--- config.mk ---
export PLATFORM = sky130hd
export DESIGN_NAME = spc_ctrl
export DESIGN_NICKNAME = d
export VERILOG_FILES = /design/src/spc_pkg.sv /design/src/spc_sck_if.sv /design/src/spc_sck_drv.sv /design/src/spc_ctrl.sv
export VERILOG_INCLUDE_DIRS = /design/src
export SDC_FILE = /design/constraint.sdc
export NUM_CORES = 1
export LEC_CHECK = 0
export BUFFER_PORTS_ARGS = -buffer_cell sky130_fd_sc_hd__buf_2
export CAP_MARGIN = 20
export CORE_UTILIZATION = 35
export CTS_CLUSTER_DIAMETER = 60
export CTS_CLUSTER_SIZE = 25
export DETAILED_ROUTE_END_ITERATION = 10
export GPL_ROUTABILITY_DRIVEN = 0
export SYNTH_ARGS = -nofsm -noshare
export SYNTH_HDL_FRONTEND = slang
export SYNTH_HIERARCHICAL = 1
export SYNTH_SLANG_ARGS = --single-unit
--- constraint.sdc ---
create_clock -name mclk -period 1.7 [get_ports mclk]
set_input_delay 0 -clock mclk [delete_from_list [all_inputs] [get_ports mclk]]
set_output_delay 0 -clock mclk [all_outputs]
set_load 0.02 [all_outputs]
--- src/spc_defines.svh ---
// Purpose: offsets, field positions and reset values of the serial control
// Assumes: byte-wide register port, 3-bit register index
// Notes: included by the control block only; its serial clock pin driver uses none of it
//
// Function
// - the transmit-empty request is raised only while tx_irq_en (bit 7) is 1.
// - receive-full and receive-error requests are raised only while rx_irq_en (bit 6) is 1.
// - transmission runs only while tx_on (bit 5) is 1.
// - reception runs only while rx_on (bit 4) is 1.
// - addr_filter_en (bit 3) acts only in asynchronous multiprocessor mode.
// - an active filter drops characters with multiprocessor bit 0 and sets no receive flags.
// - a character with multiprocessor bit 1 clears addr_filter_en and is received normally.
// - the transmit-done request is raised only while tx_done_irq_en (bit 2) is 1.
// - asynchronous code 00 uses the internal baud generator and leaves the clock pin idle.
// - asynchronous code 01 uses the internal generator and drives a bit-rate clock on the pin.
// - asynchronous code 10 takes a 16x bit-rate clock from the pin; code 11 is reserved.
// - synchronous code 00 uses the internal clock and drives it on the pin.
// - synchronous code 10 takes the transfer clock from the remote party; 01 and 11 reserved.
// - the mode selector picks asynchronous when 0 and clocked synchronous when 1.
// - tx_empty_flag reads as set whenever tx_on is 0.
`ifndef SPC_DEFINES_SVH
`define SPC_DEFINES_SVH

// register indices
`define SPC_OFF_CTRL 3'h0
`define SPC_OFF_MODE 3'h1
`define SPC_OFF_STATUS 3'h2
`define SPC_OFF_MASK 3'h3
`define SPC_OFF_DATA 3'h4

// control register fields
`define SPC_CTRL_TX_IRQ_EN 7
`define SPC_CTRL_RX_IRQ_EN 6
`define SPC_CTRL_TX_ON 5
`define SPC_CTRL_RX_ON 4
`define SPC_CTRL_ADDR_FILTER_EN 3
`define SPC_CTRL_TX_DONE_IRQ_EN 2
`define SPC_CTRL_CLK_SRC_HI 1
`define SPC_CTRL_CLK_SRC_LO 0

// mode register fields
`define SPC_MODE_COMM_SYNC 7
`define SPC_MODE_MULTIPROC 2

// status register fields
`define SPC_ST_TX_EMPTY 7
`define SPC_ST_RX_FULL 6
`define SPC_ST_OVERRUN 5
`define SPC_ST_FRAME_ERR 4
`define SPC_ST_PARITY_ERR 3
`define SPC_ST_TX_DONE 2
`define SPC_ST_MPB_RX 1

// reset values
`define SPC_RST_CTRL 8'h00
`define SPC_RST_MODE 8'h00
`define SPC_RST_STATUS 8'h84
`define SPC_RST_MASK 8'h00
`define SPC_RST_DATA 8'hff

// sticky bits that software clears by writing one
`define SPC_ST_W1C_MASK 8'hfc

`endif

--- src/spc_pkg.sv ---
// Purpose: types shared by the serial control and its clock pin driver
// Assumes: nothing beyond the defines header
// Notes: clock source decode lives here beside the mode type; only the control block calls it, the pin driver uses just the type
`default_nettype none

package spc_pkg;

	// resolved use of the serial clock pin
	typedef enum logic [2:0] {
		SPC_CLK_NONE = 3'b000,
		SPC_CLK_ASYNC_INT = 3'b001,
		SPC_CLK_ASYNC_INT_OUT = 3'b010,
		SPC_CLK_ASYNC_EXT16 = 3'b011,
		SPC_CLK_SYNC_INT_OUT = 3'b100,
		SPC_CLK_SYNC_EXT = 3'b101
	} spc_clk_mode_t;

	// mode bit and two-bit code to pin usage; reserved codes give none
	function automatic spc_clk_mode_t spc_clk_decode(input logic sync,
		input logic [1:0] code);
		spc_clk_mode_t m;
		m = SPC_CLK_NONE;
		if (!sync) begin
			case (code)
				2'h0: m = SPC_CLK_ASYNC_INT;
				2'h1: m = SPC_CLK_ASYNC_INT_OUT;
				2'h2: m = SPC_CLK_ASYNC_EXT16;
				default: m = SPC_CLK_NONE;
			endcase
		end else begin
			case (code)
				2'h0: m = SPC_CLK_SYNC_INT_OUT;
				2'h2: m = SPC_CLK_SYNC_EXT;
				default: m = SPC_CLK_NONE;
			endcase
		end
		return m;
	endfunction

endpackage

`default_nettype wire

--- src/spc_sck_if.sv ---
// Purpose: bundle between the control block and the clock pin driver
// Assumes: one clock domain
// Notes: the pin itself stays as three plain signals on the top module
`default_nettype none

interface spc_sck_if;
	import spc_pkg::*;
	spc_clk_mode_t mode;
	logic half_tick;
	logic pin_i;
	logic pin_o;
	logic pin_oe_n;
	logic ext_edge;

	modport ctrl (output mode, output half_tick, output pin_i,
		input pin_o, input pin_oe_n, input ext_edge);
	modport drv (input mode, input half_tick, input pin_i,
		output pin_o, output pin_oe_n, output ext_edge);
endinterface

`default_nettype wire

--- src/spc_sck_drv.sv ---
// Purpose: drives or samples the serial clock pin per clock source
// Assumes: pin input synchronous to mclk; half_tick is one pulse per half bit
// Notes: driven clock idles high between uses
`default_nettype none

module spc_sck_drv
	import spc_pkg::*;
(
	input wire logic mclk, // system clock
	input wire logic rstn, // synchronous reset, low active
	spc_sck_if.drv sck // pin control bundle
);

	logic pin_prev;
	logic drive;

	assign drive = (sck.mode == SPC_CLK_ASYNC_INT_OUT) ||
		(sck.mode == SPC_CLK_SYNC_INT_OUT);

	// clock output, toggled each half bit so one period is one bit
	always_ff @(posedge mclk) begin
		if (!rstn) begin
			sck.pin_o <= 1'b1;
		end else if (!drive) begin
			sck.pin_o <= 1'b1;
		end else if (sck.half_tick) begin
			sck.pin_o <= ~sck.pin_o;
		end
	end

	// enable low only in the two driving codes
	always_ff @(posedge mclk) begin
		if (!rstn) begin
			sck.pin_oe_n <= 1'b1;
		end else begin
			sck.pin_oe_n <= ~drive;
		end
	end

	// rising edge of an external clock on the pin
	always_ff @(posedge mclk) begin
		if (!rstn) begin
			pin_prev <= 1'b1;
			sck.ext_edge <= 1'b0;
		end else begin
			pin_prev <= sck.pin_i;
			sck.ext_edge <= sck.pin_i && !pin_prev &&
				((sck.mode == SPC_CLK_ASYNC_EXT16) ||
				(sck.mode == SPC_CLK_SYNC_EXT));
		end
	end

endmodule // spc_sck_drv

`default_nettype wire

--- src/spc_ctrl.sv ---
// Purpose: control register, status flags and requests of a serial unit
// Assumes: shift logic and baud generator sit outside and report events
// Notes: read data appear the cycle after the read strobe
//
// The register offsets and the address-and-strobe port were decided locally.
`include "spc_defines.svh"
`default_nettype none

module spc_ctrl
	import spc_pkg::*;
#(
	parameter int ADDR_W = 3 // register index width
)
(
	input wire logic mclk, // system clock, 100 MHz
	input wire logic rstn, // synchronous reset, low active
	input wire logic [ADDR_W-1:0] reg_addr, // register index
	input wire logic [7:0] reg_wdata, // write data
	input wire logic reg_wr, // write strobe
	input wire logic reg_rd, // read strobe
	output logic [7:0] reg_rdata, // read data, cycle after strobe
	input wire logic tx_shift_load, // data moved into shift register
	input wire logic tx_last_bit, // last bit of a character sent
	input wire logic rx_char_done, // a character was received
	input wire logic rx_mpb, // its multiprocessor bit
	input wire logic rx_frame_err, // framing error on it
	input wire logic rx_parity_err, // parity error on it
	input wire logic rx_overrun, // overrun on it
	input wire logic half_bit_tick, // baud generator half-bit pulse
	input wire logic serial_clk_pin_i, // serial clock pin level
	output logic serial_clk_pin_o, // serial clock pin drive
	output logic serial_clk_pin_oe_n, // pin enable, low drives
	output logic tx_run, // transmitter may run
	output logic rx_run, // receiver may run
	output logic rx_accept, // pulse: store received character
	output logic [7:0] tx_data, // transmit data
	output logic tx_data_wr, // pulse: new transmit data
	output logic brg_internal, // internal baud generator in use
	output logic ext_clk_16x, // pin clock is 16x bit rate
	output logic ext_clk_edge, // pulse: rising edge on pin clock
	output logic tx_empty_irq, // transmit-empty request
	output logic rx_full_irq, // receive-full request
	output logic rx_err_irq, // receive-error request
	output logic tx_done_irq, // transmit-done request
	output logic irq // summary interrupt, level
);

	// refuse index widths that cannot hold the map, at elaboration
	if (ADDR_W < 3) begin : g_addr_w_chk
		$error("spc_ctrl: ADDR_W must be at least 3");
	end

	logic [7:0] ctrl_reg;
	logic [7:0] mode_reg;
	logic [7:0] status_reg;
	logic [7:0] mask_reg;
	logic [7:0] next_status;
	logic [7:0] clr_bits;
	logic [7:0] set_bits;
	logic [2:0] idx;
	logic hit;
	logic wr_ctrl;
	logic wr_mode;
	logic wr_status;
	logic wr_mask;
	logic wr_data;
	logic comm_sync;
	logic multiproc_mode;
	logic tx_on;
	logic rx_on;
	logic addr_filter_en;
	logic filter_live;
	logic rx_event;
	logic rx_drop;
	logic rx_wake;
	logic rx_keep;
	logic tx_empty_flag;
	logic rx_full_flag;
	logic frame_err_flag;
	logic overrun_flag;
	logic parity_err_flag;
	logic tx_done_flag;
	logic rx_err_any;
	logic rx_clean;
	logic tx_load_ev;
	logic tx_end_ev;
	logic brg_sel;
	logic ext16_sel;
	logic [1:0] clk_code;
	logic [7:0] irq_src;
	spc_clk_mode_t clk_mode;

	spc_sck_if sck_bus();

	// sticky flag update, set beats clear
	function automatic logic [7:0] spc_sticky(input logic [7:0] cur,
		input logic [7:0] set, input logic [7:0] clr);
		return (cur & ~clr) | set;
	endfunction

	// strobe aimed at one register index
	function automatic logic spc_sel(input logic strobe,
		input logic [2:0] at, input logic [2:0] off);
		return strobe && (at == off);
	endfunction

	// address decode; upper index bits must be zero to hit
	assign idx = reg_addr[2:0];
	assign hit = (ADDR_W == 3) ? 1'b1 : (reg_addr >> 3) == '0;
	assign wr_ctrl = spc_sel(reg_wr && hit, idx, `SPC_OFF_CTRL);
	assign wr_mode = spc_sel(reg_wr && hit, idx, `SPC_OFF_MODE);
	assign wr_status = spc_sel(reg_wr && hit, idx, `SPC_OFF_STATUS);
	assign wr_mask = spc_sel(reg_wr && hit, idx, `SPC_OFF_MASK);
	assign wr_data = spc_sel(reg_wr && hit, idx, `SPC_OFF_DATA);

	// control and mode field views
	assign tx_on = ctrl_reg[`SPC_CTRL_TX_ON];
	assign rx_on = ctrl_reg[`SPC_CTRL_RX_ON];
	assign addr_filter_en = ctrl_reg[`SPC_CTRL_ADDR_FILTER_EN];
	assign comm_sync = mode_reg[`SPC_MODE_COMM_SYNC];
	assign multiproc_mode = mode_reg[`SPC_MODE_MULTIPROC];

	// status field views
	assign tx_empty_flag = status_reg[`SPC_ST_TX_EMPTY];
	assign rx_full_flag = status_reg[`SPC_ST_RX_FULL];
	assign overrun_flag = status_reg[`SPC_ST_OVERRUN];
	assign frame_err_flag = status_reg[`SPC_ST_FRAME_ERR];
	assign parity_err_flag = status_reg[`SPC_ST_PARITY_ERR];
	assign tx_done_flag = status_reg[`SPC_ST_TX_DONE];

	// filter only counts in asynchronous multiprocessor mode
	assign filter_live = addr_filter_en && multiproc_mode &&
		!comm_sync;

	// receive event sorting
	assign rx_event = rx_char_done && rx_on;
	assign rx_drop = rx_event && filter_live && !rx_mpb;
	assign rx_wake = rx_event && filter_live && rx_mpb;
	assign rx_keep = rx_event && !rx_drop;
	assign rx_clean = rx_keep && !rx_frame_err && !rx_parity_err &&
		!rx_overrun;

	// any receive error flag standing
	assign rx_err_any = frame_err_flag || overrun_flag || parity_err_flag;

	// transmit events only count while the transmitter is on
	assign tx_load_ev = tx_shift_load && tx_on;
	assign tx_end_ev = tx_last_bit && tx_on && tx_empty_flag;

	// control register; hardware filter clear wins over a write
	// so a stale software write cannot re-arm a filter just released
	always_ff @(posedge mclk) begin
		if (!rstn) begin
			ctrl_reg <= `SPC_RST_CTRL;
		end else begin
			if (wr_ctrl) begin
				ctrl_reg <= reg_wdata;
			end
			if (rx_wake) begin
				ctrl_reg[`SPC_CTRL_ADDR_FILTER_EN] <= 1'b0;
			end
		end
	end

	// mode register
	always_ff @(posedge mclk) begin
		if (!rstn) begin
			mode_reg <= `SPC_RST_MODE;
		end else if (wr_mode) begin
			mode_reg <= reg_wdata;
		end
	end

	// interrupt mask register
	always_ff @(posedge mclk) begin
		if (!rstn) begin
			mask_reg <= `SPC_RST_MASK;
		end else if (wr_mask) begin
			mask_reg <= reg_wdata;
		end
	end

	// hardware set terms for the sticky flags
	always_comb begin
		set_bits = 8'h00;
		set_bits[`SPC_ST_TX_EMPTY] = !tx_on || tx_load_ev;
		set_bits[`SPC_ST_TX_DONE] = !tx_on || tx_end_ev;
		set_bits[`SPC_ST_RX_FULL] = rx_clean;
		set_bits[`SPC_ST_FRAME_ERR] = rx_keep && rx_frame_err;
		set_bits[`SPC_ST_OVERRUN] = rx_keep && rx_overrun;
		set_bits[`SPC_ST_PARITY_ERR] = rx_keep && rx_parity_err;
	end

	// software clear terms: write one, or new transmit data
	always_comb begin
		clr_bits = 8'h00;
		if (wr_status) begin
			clr_bits = reg_wdata & `SPC_ST_W1C_MASK;
		end
		if (wr_data) begin
			clr_bits[`SPC_ST_TX_EMPTY] = 1'b1;
			clr_bits[`SPC_ST_TX_DONE] = 1'b1;
		end
	end

	// next status; received multiprocessor bit kept while rx is off
	always_comb begin
		next_status = spc_sticky(status_reg, set_bits, clr_bits);
		next_status[`SPC_ST_MPB_RX] = rx_keep ? rx_mpb :
			status_reg[`SPC_ST_MPB_RX];
		next_status[0] = 1'b0;
	end

	// status register
	always_ff @(posedge mclk) begin
		if (!rstn) begin
			status_reg <= `SPC_RST_STATUS;
		end else begin
			status_reg <= next_status;
		end
	end

	// transmit data register and its load pulse
	always_ff @(posedge mclk) begin
		if (!rstn) begin
			tx_data <= `SPC_RST_DATA;
			tx_data_wr <= 1'b0;
		end else begin
			tx_data_wr <= wr_data && tx_on;
			if (wr_data) begin
				tx_data <= reg_wdata;
			end
		end
	end

	// read data, valid only the cycle after the strobe
	// zero otherwise so an or-ed read bus of several slaves stays clean
	always_ff @(posedge mclk) begin
		if (!rstn) begin
			reg_rdata <= 8'h00;
		end else if (reg_rd && hit) begin
			case (idx)
				`SPC_OFF_CTRL: reg_rdata <= ctrl_reg;
				`SPC_OFF_MODE: reg_rdata <= mode_reg;
				`SPC_OFF_STATUS: reg_rdata <= status_reg;
				`SPC_OFF_MASK: reg_rdata <= mask_reg;
				`SPC_OFF_DATA: reg_rdata <= tx_data;
				default: reg_rdata <= 8'h00;
			endcase
		end else begin
			reg_rdata <= 8'h00;
		end
	end

	// transfer enables toward the shift logic
	always_ff @(posedge mclk) begin
		if (!rstn) begin
			tx_run <= 1'b0;
			rx_run <= 1'b0;
		end else begin
			tx_run <= tx_on;
			rx_run <= rx_on;
		end
	end

	// accepted characters reach the receive buffer
	always_ff @(posedge mclk) begin
		if (!rstn) begin
			rx_accept <= 1'b0;
		end else begin
			rx_accept <= rx_keep;
		end
	end

	// clock source decode from mode and code bits
	assign clk_code = {ctrl_reg[`SPC_CTRL_CLK_SRC_HI],
		ctrl_reg[`SPC_CTRL_CLK_SRC_LO]};
	assign clk_mode = spc_clk_decode(comm_sync, clk_code);

	// sources fed by the internal generator or by a 16x pin clock
	assign brg_sel = (clk_mode == SPC_CLK_ASYNC_INT) ||
		(clk_mode == SPC_CLK_ASYNC_INT_OUT) ||
		(clk_mode == SPC_CLK_SYNC_INT_OUT);
	assign ext16_sel = (clk_mode == SPC_CLK_ASYNC_EXT16);

	// baud generator and external clock selection, registered
	always_ff @(posedge mclk) begin
		if (!rstn) begin
			brg_internal <= 1'b0;
			ext_clk_16x <= 1'b0;
		end else begin
			brg_internal <= brg_sel;
			ext_clk_16x <= ext16_sel;
		end
	end

	// hand the decoded source to the pin driver
	assign sck_bus.mode = clk_mode;
	assign sck_bus.half_tick = half_bit_tick;
	assign sck_bus.pin_i = serial_clk_pin_i;

	spc_sck_drv u_sck (
		.mclk(mclk),
		.rstn(rstn),
		.sck(sck_bus.drv)
	);

	assign serial_clk_pin_o = sck_bus.pin_o;
	assign serial_clk_pin_oe_n = sck_bus.pin_oe_n;
	assign ext_clk_edge = sck_bus.ext_edge;

	// per-source requests: enable and condition, every cycle
	// registered, so a request trails its flag by one cycle
	always_ff @(posedge mclk) begin
		if (!rstn) begin
			tx_empty_irq <= 1'b0;
			rx_full_irq <= 1'b0;
			rx_err_irq <= 1'b0;
			tx_done_irq <= 1'b0;
		end else begin
			tx_empty_irq <= ctrl_reg[`SPC_CTRL_TX_IRQ_EN] &&
				tx_empty_flag;
			rx_full_irq <= ctrl_reg[`SPC_CTRL_RX_IRQ_EN] &&
				rx_full_flag;
			rx_err_irq <= ctrl_reg[`SPC_CTRL_RX_IRQ_EN] &&
				rx_err_any;
			tx_done_irq <= ctrl_reg[`SPC_CTRL_TX_DONE_IRQ_EN] &&
				tx_done_flag;
		end
	end

	// masked sticky bits; the read-only multiprocessor bit never counts
	assign irq_src = status_reg & mask_reg & `SPC_ST_W1C_MASK;

	// summary interrupt, high while any unmasked sticky bit stands
	always_ff @(posedge mclk) begin
		if (!rstn) begin
			irq <= 1'b0;
		end else begin
			irq <= |irq_src;
		end
	end

endmodule // spc_ctrl

`default_nettype wire

==> implementation parameters <==
Parameter                              Value

Critical path
  Crit start category ... flip-flop
  Type of the worst setup path ... flip-flop to flip-flop
  Req. time, crit path ... 1.99 ns
  Max Fanout on Critical Path ... 4
  Worst EP arrival ... 1.87 ns
  Launch point of the worst reg-to-reg path ... ctrl_reg[0]
  Worst setup path startpoint ... ctrl_reg[0]
  Sort of element at the end of the critical path ... flip-flop
  R2R Setup Slk ... 0.12 ns

Global route
  Maximum number of pins on one net before global-route repair ... 28
  GRT Util Overall ... 18.7%
  Total gr overflow ... 0
  Wire length of the first global-routing pass ... 10600 um
  Antenna violations before repair ... 0
  Via count of the first global-routing pass ... 2048

Yosys
  Seq/Total Area, Yosys ... 49.1%
  Total nets after synthesis ... 320
  List of most frequent post-synthesis cells ... 62 x sky130_fd_sc_hd__dfxtp_1, 62 x sky130_fd_sc_hd__nand2_1, 31 x sky130_fd_sc_hd__a21oi_1
  Post-synth EDFFs ... 0
  Dominant cell type by area after synthesis ... sky130_fd_sc_hd__dfxtp_1
  Synthesized flop and latch total ... 62
  Synth Cell Area ... 2530 um^2
  Number of warning messages in the yosys log ... 6
  Synth Instances ... 292
  Unique masters post-synth ... 41
  Proportion of register bits with asynchronous set or reset after synthesis ... 0%
  Top cells by area in the synthesized netlist ... sky130_fd_sc_hd__dfxtp_1 49%, sky130_fd_sc_hd__nand2_1 9.2%, sky130_fd_sc_hd__mux2i_1 6.7%
  Fraction of post-synthesis cell area in the top cell type by area ... 49.1%
  Per-instance average area after synthesis ... 8.66 um^2
  Dominant register cell in the synthesized netlist ... sky130_fd_sc_hd__dfxtp_1

Detailed routing
  Via count ... 2239
  Final routed wirelength across all metal layers ... 6530 um
  Remaining antenna violation count after routing ... 0
  DRT iter0 DRCs ... 133
  Average via count per standard cell ... 4.84
  Wirelength per Cell ... 14.1 um
  First-pass iteration count of the detailed router ... 4
  Remaining routing DRC violations ... 0

Clock tree
  H-Tree Level Count ... 3
  Clock buffer depth ... 2
  CTS tree ... yes
  CTS buffer count ... 9
  Worst-path clk slew ... 0.07 ns
  Cell chosen for the clock root ... sky130_fd_sc_hd__clkbuf_8
  Clock latency reported for the late side of the worst-skew pair ... 0.33 ns
  Total clock sinks ... 62

Finish
  Fraction of layout cells with a size suffix above 1 ... 22.3%
  FF/Latch Area ... 1240 um^2
  Antenna fix cells ... 0
  Number of nets in the layout ... 391
  P&R area growth vs syn ... 28.7%
  Multi-input gate area in the final layout ... 1210 um^2
  Filler-free cell count of the finished design ... 463
  Layout fillers ... 671

STA
  Setup tns final ... 0 ns
  Fmax ... 0.631 GHz
  Count of final max-slew check failures ... 0
  RSZ-0062 raised after global routing ... false
  Final hold violations ... 0
  Number of setup violations in the final report ... 0
  Ratio of final minimum period to clock period ... 93.2%
  Least-Margin Pin Slew ... 0.464 ns
  Final worst clock skew ... 0.00518 ns
  Remaining max-slew budget at the tightest pin ... 69.0%
  Period minus WS final ... 1.58 ns

Job
  Max Cap Violations ... 0

Status
  Status ... complete, no violations

Floorplanning
  Floorplan core area ... 6870 um^2
  Die footprint ... 7570 um^2
  Row cnt ... 30
  Total I/O pin count ... 54
  Initial core utilization ... 36.8%
  Horizontal die dimension ... 87 um
  DIE HEIGHT ... 87 um

Power and ir drop
  Total power divided by cell area ... 925 nW/um^2
  Tot Pwr ... 3010 uW
  Total leakage power ... 0.00136 uW
  Worst vdd rail ir drop ... 0.367 mV

Worst hold path
  Class of the tightest hold or removal check ... primary input to flip-flop
  Startpoint of the lowest-slack hold path ... rx_mpb

Placement
  I/O Buffers ... 53
  Count of placed standard cells including taps ... 430
  Post-detailed-placement half-perimeter wirelength ... 4600 um
## placed cells by master (no fill, tap or decap), types with 2 or more instances in the layout
cell type and instances:
sky130_fd_sc_hd__nand4b_1 2, sky130_fd_sc_hd__a22oi_1 9, sky130_fd_sc_hd__o21ai_1 4, sky130_fd_sc_hd__mux2i_1 17
sky130_fd_sc_hd__nand2b_1 2, sky130_fd_sc_hd__clkbuf_8 10, sky130_fd_sc_hd__xnor2_1 2, sky130_fd_sc_hd__nor2_1 25
sky130_fd_sc_hd__dlygate4sd3_1 18, sky130_fd_sc_hd__a31oi_1 2, sky130_fd_sc_hd__buf_4 5, sky130_fd_sc_hd__and2b_1 2
sky130_fd_sc_hd__clkinv_2 4, sky130_fd_sc_hd__nand3_1 15, sky130_fd_sc_hd__and2_1 3, sky130_fd_sc_hd__buf_2 53
sky130_fd_sc_hd__ha_1 4, sky130_fd_sc_hd__o21ai_0 3, sky130_fd_sc_hd__and3_1 5, sky130_fd_sc_hd__nand2_1 62
sky130_fd_sc_hd__dfxtp_1 62, sky130_fd_sc_hd__nor3_1 3, sky130_fd_sc_hd__a21oi_1 31, sky130_fd_sc_hd__inv_1 3
## metrics by stage
stage                     utilization (%)  cell area, um^2  worst slack [ns]  hold WS, ns
after detailed placement             42.0             2880            0.0161        0.197
final                                47.4             3260             0.116       0.0140
after floorplan                         -             2530             0.214       0.0730
after global placement               42.0             2880             0.148        0.204
after global routing                 47.4             3260            0.0466       0.0204
after CTS                            47.3             3250           0.00348      0.00101
## repair_timing
action,4_1_cts,5_1_grt
gates resized for setup,0,2
hold buffers,18,0
hold endpoints to repair,37,0
setup buffers,0,0
endpoints found under the setup margin,0,1
## area by class of cell
class / count / area share (%)
multi-input combinational: 210 / 37.1
timing repair buffer: 76 / 14.8
sequential: 62 / 38.1
clock buffer: 10 / 4.23
clock inverter: 5 / 1.54
tap: 96 / 3.69
inverter: 4 / 0.461
## power by group
group          switching, uW  internal [uW]  total (uW)
clock                    543            698        1240
combinational            157            113         270
sequential              18.8           1480        1500
total                    719           2290        3010
## worst paths after layout
kind	end	depth (start not counted)
worst max-delay path	u_sck/sck.ext_edge	7
worst min-delay path	rx_accept	3
worst max register to register	u_sck/sck.ext_edge	7
worst min register to register	mask_reg[0]	2
## logic make-up after synthesis
family	count (synthesis)	share of synthesized area (%)
AO/OA/AOI/OAI	56	13.6
XOR/XNOR	3	1.04
adder cells (fa/ha/maj)	4	1.98
buffers and inverters	20	3.27
flip-flops	62	49.1
multiplexers	17	6.73
AND/OR/NAND/NOR	130	24.3
## metal layers
layer  GRT usage (%)  up-vias  share of wire [%]
met5               0        -                  0
met2            28.4       61                 46
li1                -     1144                  -
met1            24.5     1028                 47
met4            9.09        0                1.0
met3            4.83        6                5.8
## critical path, stage by stage, from the launching register on
cell and delay, ns:
sky130_fd_sc_hd__dfxtp_1 0.33, sky130_fd_sc_hd__inv_1 0.14, sky130_fd_sc_hd__ha_1 0.20, sky130_fd_sc_hd__nor2_1 0.07, sky130_fd_sc_hd__or2_2 0.32, sky130_fd_sc_hd__o21ai_2 0.16, sky130_fd_sc_hd__nand4b_1 0.11, sky130_fd_sc_hd__and2b_2 0.22
Note: power is estimated with default switching activity, not from simulation.
